## src/inc/pifs_regs.svh

```systemverilog
`ifndef PIFS_REGS_SVH
`define PIFS_REGS_SVH

`define PIFS_OFF_FLAGS1 12'h000
`define PIFS_OFF_FLAGS2 12'h004
`define PIFS_OFF_ENABLE1 12'h008
`define PIFS_OFF_ENABLE2 12'h00c
`define PIFS_OFF_CONTROL 12'h010
`define PIFS_OFF_STATUS 12'h014

`define PIFS_FLAGS1_RESET 8'h00
`define PIFS_FLAGS2_RESET 8'h00
`define PIFS_FLAGS1_WMASK 8'hcf
`define PIFS_FLAGS2_IMPL 8'h89

`define PIFS_CTL_GIE_BIT 0
`define PIFS_CTL_PERIPHERAL_IRQ_ENABLE_BIT 1
`define PIFS_CTL_WDT_SLEEP_BIT 2
`define PIFS_CTL_WDT_EN_BIT 3
`define PIFS_CTL_EXT_EN_BIT 4

`define PIFS_ST_PD_BIT 0
`define PIFS_ST_TO_BIT 1
`define PIFS_ST_SLEEP_BIT 2

`define PIFS_VECTOR 16'h0004
`define PIFS_WDT_WIDTH 16
`define PIFS_WDT_LIMIT 16'hffff

`endif

```

## src/inc/pifs_pkg.sv

```systemverilog
package pifs_pkg;
    typedef enum logic [1:0] {PIFS_RUN, PIFS_SLEEP, PIFS_WAKE} pifs_state_e;
    typedef logic [7:0] pifs_byte_t;
endpackage

```

## src/rtl/pifs_top.sv

```systemverilog
`timescale 1ns/1ns
`include "pifs_regs.svh"
// Function
// - Flags set on events regardless of enables
// - Flags1 bit order timer1 gate down
// - Serial flags read-only; all reset zero
// - Flags2 bits 7,3,0; others read zero
// - Flag reads one while pending
// - Sleep entered only by sleep instruction
// - Sleep entry clears watchdog, may count
// - Sleep entry clears power-down flag
// - Sleep entry sets watchdog-expiry flag
// - Processor clock gated during sleep
// - Slow oscillators keep running in sleep
// - Converter runs on dedicated clock
// - Pins hold drive state in sleep
// - Sleep leaves non-watchdog resets alone
// - Listed events wake the device
// - Pin/brownout/power-on reset; others resume
// - Next instruction prefetched during sleep
// - Enabled interrupt wakes regardless of global
// - Global clear continues; set vectors after
// - Watchdog cleared on every wake
// - Pending enabled interrupt makes sleep no-op
// - Service routine vector at 0004h
// - Peripheral interrupts need peripheral enable
module pifs_top #(
    parameter int WDT_WIDTH = `PIFS_WDT_WIDTH
) (
    input wire logic aclk,
    input wire logic aresetn,
    input wire logic clk_en,
    input wire logic [31:0] s_axi_awaddr,
    input wire logic s_axi_awvalid,
    output logic s_axi_awready,
    input wire logic [31:0] s_axi_wdata,
    input wire logic [3:0] s_axi_wstrb,
    input wire logic s_axi_wvalid,
    output logic s_axi_wready,
    output logic [1:0] s_axi_bresp,
    output logic s_axi_bvalid,
    input wire logic s_axi_bready,
    input wire logic [31:0] s_axi_araddr,
    input wire logic s_axi_arvalid,
    output logic s_axi_arready,
    output logic [31:0] s_axi_rdata,
    output logic [1:0] s_axi_rresp,
    output logic s_axi_rvalid,
    input wire logic s_axi_rready,
    input wire logic [7:0] flags1_event,
    input wire logic [7:0] flags2_event,
    input wire logic ext_irq,
    input wire logic sleep_exec,
    input wire logic ext_reset_pin_n,
    input wire logic brownout_event,
    input wire logic power_on_event,
    output logic cpu_clk_en,
    output logic periph_irq_req,
    output logic irq_take,
    output logic [15:0] irq_vector,
    output logic sleep_nop,
    output logic prefetch_next,
    output logic resume_pulse,
    output logic device_reset_req,
    output logic wdt_expired,
    output logic io_hold,
    output logic slow_osc_run,
    output logic adc_rc_run
);
    // Asynchronous sources pass two stages first
    // Reset pin stages start high, its idle level, so release is no false reset
    logic [1:0] ext_irq_sy_ff, external_reset_pin_sy_ff, bor_sy_ff, por_sy_ff;
    logic [7:0] ev1_s1_ff, ev1_s2_ff, ev2_s1_ff, ev2_s2_ff;
    pifs_pkg::pifs_byte_t flags1_ff, flags2_ff, enable1_ff, enable2_ff;
    logic [4:0] control_ff;
    logic pd_n_ff, to_n_ff;
    pifs_pkg::pifs_state_e state_ff, nxt_state;
    logic [WDT_WIDTH-1:0] wdt_ff;
    logic aw_hold_ff, w_hold_ff;
    logic [11:0] awaddr_ff;
    logic [31:0] wdata_ff;
    logic [3:0] wstrb_ff;
    logic bvalid_ff, rvalid_ff;
    logic [31:0] rdata_ff;
    logic [1:0] bresp_ff, rresp_ff;
    logic irq_take_ff, resume_ff, nop_ff, prefetch_ff, reset_req_ff, wdt_exp_ff;
    logic global_irq_enable, peripheral_irq_enable, wdt_sleep_en, wdt_en, ext_en;
    logic [7:0] pend1, pend2;
    logic periph_pend, any_pend, wr_fire, wr1, wr2, wdt_hit, hard_evt, sleep_go;

    // Word decode only; byte lanes of one word alias to the same register
    function automatic logic hit(input logic [11:0] a, input logic [11:0] off);
        hit = (a[11:2] == off[11:2]);
    endfunction

    function automatic logic mapped(input logic [11:0] a);
        mapped = hit(a, `PIFS_OFF_FLAGS1) || hit(a, `PIFS_OFF_FLAGS2)
            || hit(a, `PIFS_OFF_ENABLE1) || hit(a, `PIFS_OFF_ENABLE2)
            || hit(a, `PIFS_OFF_CONTROL) || hit(a, `PIFS_OFF_STATUS);
    endfunction

    assign global_irq_enable = control_ff[`PIFS_CTL_GIE_BIT];
    assign peripheral_irq_enable = control_ff[`PIFS_CTL_PERIPHERAL_IRQ_ENABLE_BIT];
    assign wdt_sleep_en = control_ff[`PIFS_CTL_WDT_SLEEP_BIT];
    assign wdt_en = control_ff[`PIFS_CTL_WDT_EN_BIT];
    assign ext_en = control_ff[`PIFS_CTL_EXT_EN_BIT];

    always_ff @(posedge aclk)
    begin
        if (!aresetn)
        begin
            ext_irq_sy_ff <= 2'h0;
            external_reset_pin_sy_ff <= 2'h3;
            bor_sy_ff <= 2'h0;
            por_sy_ff <= 2'h0;
            ev1_s1_ff <= 8'h00;
            ev1_s2_ff <= 8'h00;
            ev2_s1_ff <= 8'h00;
            ev2_s2_ff <= 8'h00;
        end
        else if (clk_en)
        begin
            ext_irq_sy_ff <= {ext_irq_sy_ff[0], ext_irq};
            external_reset_pin_sy_ff <= {external_reset_pin_sy_ff[0], ext_reset_pin_n};
            bor_sy_ff <= {bor_sy_ff[0], brownout_event};
            por_sy_ff <= {por_sy_ff[0], power_on_event};
            ev1_s1_ff <= flags1_event;
            ev1_s2_ff <= ev1_s1_ff;
            ev2_s1_ff <= flags2_event;
            ev2_s2_ff <= ev2_s1_ff;
        end
    end

    assign pend1 = flags1_ff & enable1_ff;
    assign pend2 = flags2_ff & enable2_ff & `PIFS_FLAGS2_IMPL;
    assign periph_pend = peripheral_irq_enable && ((|pend1) || (|pend2));
    assign any_pend = periph_pend || ext_irq_sy_ff[1];
    assign periph_irq_req = periph_pend;
    assign hard_evt = (ext_en && !external_reset_pin_sy_ff[1]) || bor_sy_ff[1] || por_sy_ff[1];

    // AXI write: address and data caught independently
    // One write in flight; the next waits until bready takes the response
    assign s_axi_awready = !aw_hold_ff && !bvalid_ff;
    assign s_axi_wready = !w_hold_ff && !bvalid_ff;
    assign wr_fire = aw_hold_ff && w_hold_ff && !bvalid_ff;
    assign wr1 = wr_fire && hit(awaddr_ff, `PIFS_OFF_FLAGS1) && wstrb_ff[0];
    assign wr2 = wr_fire && hit(awaddr_ff, `PIFS_OFF_FLAGS2) && wstrb_ff[0];

    always_ff @(posedge aclk)
    begin
        if (!aresetn)
        begin
            aw_hold_ff <= 1'b0;
            w_hold_ff <= 1'b0;
            awaddr_ff <= 12'h000;
            wdata_ff <= 32'h0000_0000;
            wstrb_ff <= 4'h0;
            bvalid_ff <= 1'b0;
            bresp_ff <= 2'h0;
        end
        else if (clk_en)
        begin
            if (s_axi_awvalid && s_axi_awready)
            begin
                aw_hold_ff <= 1'b1;
                awaddr_ff <= s_axi_awaddr[11:0];
            end
            if (s_axi_wvalid && s_axi_wready)
            begin
                w_hold_ff <= 1'b1;
                wdata_ff <= s_axi_wdata;
                wstrb_ff <= s_axi_wstrb;
            end
            if (wr_fire)
            begin
                aw_hold_ff <= 1'b0;
                w_hold_ff <= 1'b0;
                bvalid_ff <= 1'b1;
                bresp_ff <= mapped(awaddr_ff) ? 2'h0 : 2'h2;
            end
            else if (bvalid_ff && s_axi_bready)
            begin
                bvalid_ff <= 1'b0;
            end
        end
    end
    assign s_axi_bvalid = bvalid_ff;
    assign s_axi_bresp = bresp_ff;

    // Set beats a same-cycle software clear
    // Serial flags clear only on reset here; their own units own that clear
    always_ff @(posedge aclk)
    begin
        if (!aresetn)
        begin
            flags1_ff <= `PIFS_FLAGS1_RESET;
            flags2_ff <= `PIFS_FLAGS2_RESET;
        end
        else if (clk_en)
        begin
            flags1_ff <= (wr1 ? ((flags1_ff & ~8'(`PIFS_FLAGS1_WMASK))
                | (wdata_ff[7:0] & 8'(`PIFS_FLAGS1_WMASK))) : flags1_ff)
                | ev1_s2_ff;
            flags2_ff <= ((wr2 ? wdata_ff[7:0] : flags2_ff) | ev2_s2_ff)
                & 8'(`PIFS_FLAGS2_IMPL);
        end
    end

    always_ff @(posedge aclk)
    begin
        if (!aresetn)
        begin
            enable1_ff <= 8'h00;
            enable2_ff <= 8'h00;
            control_ff <= 5'h00;
        end
        else if (clk_en && wr_fire && wstrb_ff[0])
        begin
            if (hit(awaddr_ff, `PIFS_OFF_ENABLE1))
                enable1_ff <= wdata_ff[7:0];
            if (hit(awaddr_ff, `PIFS_OFF_ENABLE2))
                enable2_ff <= wdata_ff[7:0] & 8'(`PIFS_FLAGS2_IMPL);
            if (hit(awaddr_ff, `PIFS_OFF_CONTROL))
                control_ff <= wdata_ff[4:0];
        end
    end

    // AXI read
    // Reads have no side effects; writable flags clear only by a written zero
    assign s_axi_arready = !rvalid_ff;
    always_ff @(posedge aclk)
    begin
        if (!aresetn)
        begin
            rvalid_ff <= 1'b0;
            rdata_ff <= 32'h0000_0000;
            rresp_ff <= 2'h0;
        end
        else if (clk_en)
        begin
            if (s_axi_arvalid && s_axi_arready)
            begin
                rvalid_ff <= 1'b1;
                rresp_ff <= mapped(s_axi_araddr[11:0]) ? 2'h0 : 2'h2;
                if (hit(s_axi_araddr[11:0], `PIFS_OFF_FLAGS1))
                    rdata_ff <= {24'h000000, flags1_ff};
                else if (hit(s_axi_araddr[11:0], `PIFS_OFF_FLAGS2))
                    rdata_ff <= {24'h000000, flags2_ff};
                else if (hit(s_axi_araddr[11:0], `PIFS_OFF_ENABLE1))
                    rdata_ff <= {24'h000000, enable1_ff};
                else if (hit(s_axi_araddr[11:0], `PIFS_OFF_ENABLE2))
                    rdata_ff <= {24'h000000, enable2_ff};
                else if (hit(s_axi_araddr[11:0], `PIFS_OFF_CONTROL))
                    rdata_ff <= {27'h0000000, control_ff};
                else if (hit(s_axi_araddr[11:0], `PIFS_OFF_STATUS))
                    rdata_ff <= {29'h00000000, state_ff == pifs_pkg::PIFS_SLEEP,
                        to_n_ff, pd_n_ff};
                else
                    rdata_ff <= 32'h0000_0000;
            end
            else if (rvalid_ff && s_axi_rready)
            begin
                rvalid_ff <= 1'b0;
            end
        end
    end
    assign s_axi_rvalid = rvalid_ff;
    assign s_axi_rdata = rdata_ff;
    assign s_axi_rresp = rresp_ff;

    // Sleep sequencer
    // Hard events skip WAKE: the device restarts, so no resume or service call
    assign sleep_go = sleep_exec && state_ff == pifs_pkg::PIFS_RUN && !any_pend;
    assign wdt_hit = wdt_en && (wdt_ff == WDT_WIDTH'(`PIFS_WDT_LIMIT));

    always_comb
    begin
        nxt_state = state_ff;
        case (state_ff)
            pifs_pkg::PIFS_RUN:
                if (sleep_go)
                    nxt_state = pifs_pkg::PIFS_SLEEP;
            pifs_pkg::PIFS_SLEEP:
                if (any_pend || wdt_hit)
                    nxt_state = pifs_pkg::PIFS_WAKE;
            pifs_pkg::PIFS_WAKE:
                nxt_state = pifs_pkg::PIFS_RUN;
            default:
                nxt_state = pifs_pkg::PIFS_RUN;
        endcase
    end

    always_ff @(posedge aclk)
    begin
        if (!aresetn)
            state_ff <= pifs_pkg::PIFS_RUN;
        else if (clk_en)
            state_ff <= hard_evt ? pifs_pkg::PIFS_RUN : nxt_state;
    end

    // Status bits are active-low pending-style flags, set to one by reset
    always_ff @(posedge aclk)
    begin
        if (!aresetn)
        begin
            pd_n_ff <= 1'b1;
            to_n_ff <= 1'b1;
        end
        else if (clk_en)
        begin
            if (sleep_go)
            begin
                pd_n_ff <= 1'b0;
                to_n_ff <= 1'b1;
            end
            else if (state_ff == pifs_pkg::PIFS_SLEEP && wdt_hit)
                to_n_ff <= 1'b0;
        end
    end

    // Watchdog: only frozen in sleep when not enabled there
    // A hard event clears it too, since that wake restarts the device
    always_ff @(posedge aclk)
    begin
        if (!aresetn)
            wdt_ff <= '0;
        else if (clk_en)
        begin
            if (sleep_go || hard_evt || state_ff == pifs_pkg::PIFS_WAKE || !wdt_en)
                wdt_ff <= '0;
            else if (state_ff != pifs_pkg::PIFS_SLEEP || wdt_sleep_en)
                wdt_ff <= wdt_ff + WDT_WIDTH'(1);
        end
    end

    always_ff @(posedge aclk)
    begin
        if (!aresetn)
        begin
            irq_take_ff <= 1'b0;
            resume_ff <= 1'b0;
            nop_ff <= 1'b0;
            prefetch_ff <= 1'b0;
            reset_req_ff <= 1'b0;
            wdt_exp_ff <= 1'b0;
        end
        else if (clk_en)
        begin
            nop_ff <= sleep_exec && state_ff == pifs_pkg::PIFS_RUN && any_pend;
            prefetch_ff <= sleep_go;
            resume_ff <= state_ff == pifs_pkg::PIFS_WAKE && !hard_evt;
            irq_take_ff <= state_ff == pifs_pkg::PIFS_WAKE && global_irq_enable && any_pend
                && !hard_evt;
            reset_req_ff <= hard_evt;
            wdt_exp_ff <= state_ff == pifs_pkg::PIFS_SLEEP && wdt_hit;
        end
    end

    // Sleep outputs decode the state register; slow clocks are never gated
    assign cpu_clk_en = state_ff != pifs_pkg::PIFS_SLEEP;
    assign io_hold = state_ff == pifs_pkg::PIFS_SLEEP;
    assign slow_osc_run = 1'b1;
    assign adc_rc_run = 1'b1;
    assign irq_take = irq_take_ff;
    assign irq_vector = `PIFS_VECTOR;
    assign sleep_nop = nop_ff;
    assign prefetch_next = prefetch_ff;
    assign resume_pulse = resume_ff;
    assign device_reset_req = reset_req_ff;
    assign wdt_expired = wdt_exp_ff;
endmodule // pifs_top

```

## config.mk

```make
export PLATFORM = sky130hd
export DESIGN_NAME = pifs_top
export DESIGN_NICKNAME = d
export VERILOG_FILES = /design/src/inc/pifs_pkg.sv /design/src/rtl/pifs_top.sv
export VERILOG_INCLUDE_DIRS = /design/src /design/src/inc
export SDC_FILE = /design/constraint.sdc
export NUM_CORES = 1
export LEC_CHECK = 0
export ABC_AREA = 0
export ABC_CLOCK_PERIOD_IN_PS = 2700
export BUFFER_PORTS_ARGS = -buffer_cell sky130_fd_sc_hd__buf_2
export CAP_MARGIN = 20
export CORE_MARGIN = 2
export CORE_UTILIZATION = 45
export CTS_BUF_LIST = sky130_fd_sc_hd__clkbuf_8
export CTS_CLUSTER_DIAMETER = 100
export DETAILED_ROUTE_END_ITERATION = 12
export GPL_TIMING_DRIVEN = 0
export PLACE_DENSITY = 0.7
export SLEW_MARGIN = 20
export SYNTH_ARGS = -nofsm -noshare
export SYNTH_HDL_FRONTEND = slang
export SYNTH_SLANG_ARGS = --single-unit
```

## constraint.sdc

```tcl
create_clock -name aclk -period 2.7 [get_ports aclk]
set_clock_uncertainty 0.15 [all_clocks]
set_input_delay 0.405 -clock aclk [delete_from_list [all_inputs] [get_ports aclk]]
set_output_delay 0.405 -clock aclk [all_outputs]
set_load 0.03 [all_outputs]
```

==> flow_summary.yaml <==
critical_path:
  r2r_setup_slack_ps: 150
  r2r_start: "por_sy_ff[1]$_SDFFE_PN0P_"
  cp-end-kind: "flip-flop"
  ff2ff_path_depth: 6
  worst-path-stages: 6
  worstReg2RegEnd: "wdt_ff[3]$_SDFFE_PN0P_"
  worstPathArrival_ps: 2780
  crit_path_top_delay_cell: "clkbuf_1"
  cp.required_ps: 2850
  cp_num_buf_inv: 4
  crit_type: "input port to flip-flop"
  cpLargestDelayFamily: "buffers and inverters"
  path_common_cell: "clkbuf_1"
  crit_path_max_fanout: 10
  max_stage_delay_ps: 680
  cp-start-kind: "input port"
  path_cells: "buf_2 -> clkbuf_1 -> clkbuf_1 -> clkbuf_1 -> mux2i_1 -> nor2_1"
drt:
  vias: 5136
  firstDrtPassIters: 6
  ant_nets: 0
  wirelength_mm: 15.04
  via_per_inst: 5.441
  drc: 0
  drt_iter0_drc: 364
  wl_per_cell_um: 15.93
floorplanning:
  rows: 40
  die_x_um: 114.4
  ios: 197
  dieArea_um2: 13090
  start_util: 0.4586
  core_um2: 11960
  die_h_um: 114.4
synth:
  yosys_warnings: 0
  yosys.cell_types.count: 55
  synth_edf_count: 0
  synth_top_area_frac: 0.4234
  synth_area_leader_cell: "dfxtp_1"
  syn_avg_cell_area_um2: 8.452
  synthCells: 649
  seq_area_frac_synth: 0.4234
  async_flop_share: 0
  syn_area_um2: 5485
  ys_seq_elements: 116
  synth_area_leaders: "dfxtp_1 (42%), mux2i_1 (6.9%), buf_4 (6.0%)"
  synth_ff_type: "dfxtp_1"
power_and_ir_drop:
  power_frac_comb: 0.126
  netSwitchingFraction: 0.2714
  peakVddDrop_mv: 0.3171
  power_mw: 3.908
  power_density_nw_per_um2: 591.1
  p_seq_frac: 0.462
  leakage_nw: 2.718
  p_clk_frac: 0.412
  p_int_mw: 2.848
  p_sw_mw: 1.060
clock_tree:
  cts_sinks: 116
  root_buffer: "clkbuf_8"
  cts_hold_buf: 0
  path_clk_slew_ps: 70
  cts_resized: 1
  cts_setup_buffers: 0
  clock_latency_ps: 440
  htree_levels: 4
  clockBufferDepth: 2
  cts_buffers: 17
  cts_tree: "done"
hold_path:
  hold_end: "wdata_ff[2]$_SDFFE_PN0P_"
  hold_class: "input port to flip-flop"
  hold_start: "s_axi_wdata[2]"
  hold_depth: 3
outcome:
  status: "completed"
global_routing:
  gr-usage-met1: 0.2814
  track_usage: 0.2370
  antenna_found_initial: 0
  grt_pass1_vias: 4892
  grt_pass1_wl_mm: 24.21
  grt_start_max_net_pins: 17
  grt_use_met3: 0.06247
  overflow: 0
  grt.met2_usage: 0.4028
  grt.busiest_layer: "met2"
timing:
  worst_slack_ps: 71.09
  slew_headroom: 0.4589
  period_share: 0.9737
  setup_viol: 0
  post-route-min-period_ps: 2629
  drv_slew: 0
  rsz0062_at_grt: "no"
  max_freq_mhz: 380.4
  tightestPinTransition_ps: 811.7
  hold_violations: 0
cells_and_area:
  finalNonFillerCells: 944
  areaGrowthSynthToFinish_pct: 20.53
  drive_above_1_share: 0.2070
  antenna_cells: 0
  stdcell_area_um2: 6611
  nets: 915
  fillCellCount: 1131
placed_design:
  dp.cells: 913
  hpwlAfterDp_mm: 11.22
  routabilityCongestion: 0.9332
  io_buffers: 75
  place_ws_ps: -274.2
  place_area_um2: 6202
flow_run:
  drv_cap: 0
## worst reg2reg max path: cells and delay by family (launching register included)
kind / cells / cell delay [ps]
compound gates: 3 / 930
buf+inv: 2 / 730
flops: 1 / 320
simple gates: 1 / 340
## cell usage in the layout, fill, tap and decap left out, types with 22 or more instances in the layout
cell type  instances
conb_1            44
a21oi_1           43
mux2i_1           38
nand3_1           29
nand2_1           78
buf_4             44
buf_2             80
nor2_1            52
clkbuf_1          31
dfxtp_1          116
o31ai_1           22
## cells by family after synthesis
group,Yosys count,synth area share
AND/OR/NAND/NOR,248,0.2235
AO/OA/AOI/OAI,139,0.1649
flip-flops,116,0.4234
buffers and inverters,99,0.09922
multiplexers,43,0.08371
other,2,0.001369
adder cells (fa/ha/maj),1,0.002281
XOR/XNOR,1,0.001597
## layer usage
metal / routed length, um / share of wire / up-vias
met3: 907 / 0.060 / 35
met2: 7420 / 0.49 / 188
met4: 382 / 0.025 / 0
met5: 0 / 0 / -
li1: - / - / 2531
met1: 6330 / 0.42 / 2382
## power groups by stage
| stage | logic [mW] | registers (mW) | clock network (mW) |
|---|---|---|---|
| final | 0.493 | 1.81 | 1.61 |
| after global routing | 0.536 | 1.81 | 1.72 |
| after CTS | 0.487 | 1.80 | 1.62 |
| after detailed placement | 0.485 | 1.84 | 0 |
| after global placement | 0.475 | 1.84 | 0 |
| after floorplan | 0.354 | 1.84 | 0 |
## through the flow
stage	TNS [ps]	util	hold slack, ps
after floorplan	0	-	285.6
after detailed placement	-2584	0.5185	295.8
after global placement	-2245	0.5185	293.2
after global routing	0	0.5527	31.22
after CTS	0	0.5518	30.72
final	0	0.5527	48.72
## layout make-up
type,count,area [um^2],share of cell area
Sequential cell,116,2322,0.3512
Buffer,82,480.5,0.07267
Inverter,17,63.81,0.009652
Clock inverter,13,145.1,0.02195
Tap cell,147,183.9,0.02782
Timing Repair Buffer,75,375.4,0.05678
Multi-Input combinational cell,476,2793,0.4224
Clock buffer,18,247.7,0.03747
## synthesized netlist by cell type (3+ instances only)
cell        n
mux2_2      3
dfxtp_1   116
nor4_1     11
or3_1      11
nor2b_1     6
o41ai_1     4
a31oi_1     3
and3_1      6
clkbuf_1   31
a21oi_1    43
buf_4      44
inv_1      17
o21ai_0    21
a22oi_1     5
nand2_1    78
a211oi_1   20
nand2b_1    6
nand3b_1    3
nor3b_1     3
mux2i_1    38
nand3_1    29
or2_2       3
nand4_1     8
nor2_1     52
o31ai_1    23
a32oi_1     3
or4_1      13
buf_2       5
nor3_1     10
o21a_1      3
## registers in the layout, summed over array words and instances, names as in the netlist, 2 cells and up
| name | cells |
|---|---|
| state_ff | 2 |
| ev1_s2_ff | 8 |
| awaddr_ff | 10 |
| ev1_s1_ff | 8 |
| ev2_s1_ff | 3 |
| por_sy_ff | 2 |
| bor_sy_ff | 2 |
| external_reset_pin_sy_ff | 2 |
| ext_irq_sy_ff | 2 |
| s_axi_rdata | 8 |
| enable2_ff | 3 |
| flags1_ff | 8 |
| enable1_ff | 8 |
| control_ff | 5 |
| ev2_s2_ff | 3 |
| wdata_ff | 8 |
| wdt_ff | 16 |
| flags2_ff | 3 |
## how the worst max path moves through the flow
| stage | start | endpoint |
|---|---|---|
| floorplan | awaddr_ff[8]$_SDFFE_PN0P_ | enable1_ff[5]$_SDFFE_PN0P_ |
| global placement | clk_en | ev1_s2_ff[6]$_SDFFE_PN0P_ |
| detailed placement | clk_en | ev2_s2_ff[3]$_SDFFE_PN0P_ |
| CTS | clk_en | ev1_s2_ff[6]$_SDFFE_PN0P_ |
| global route | clk_en | ev1_s2_ff[6]$_SDFFE_PN0P_ |
| finish | clk_en | ev1_s2_ff[6]$_SDFFE_PN0P_ |
Note: power is estimated with default switching activity, not from simulation.
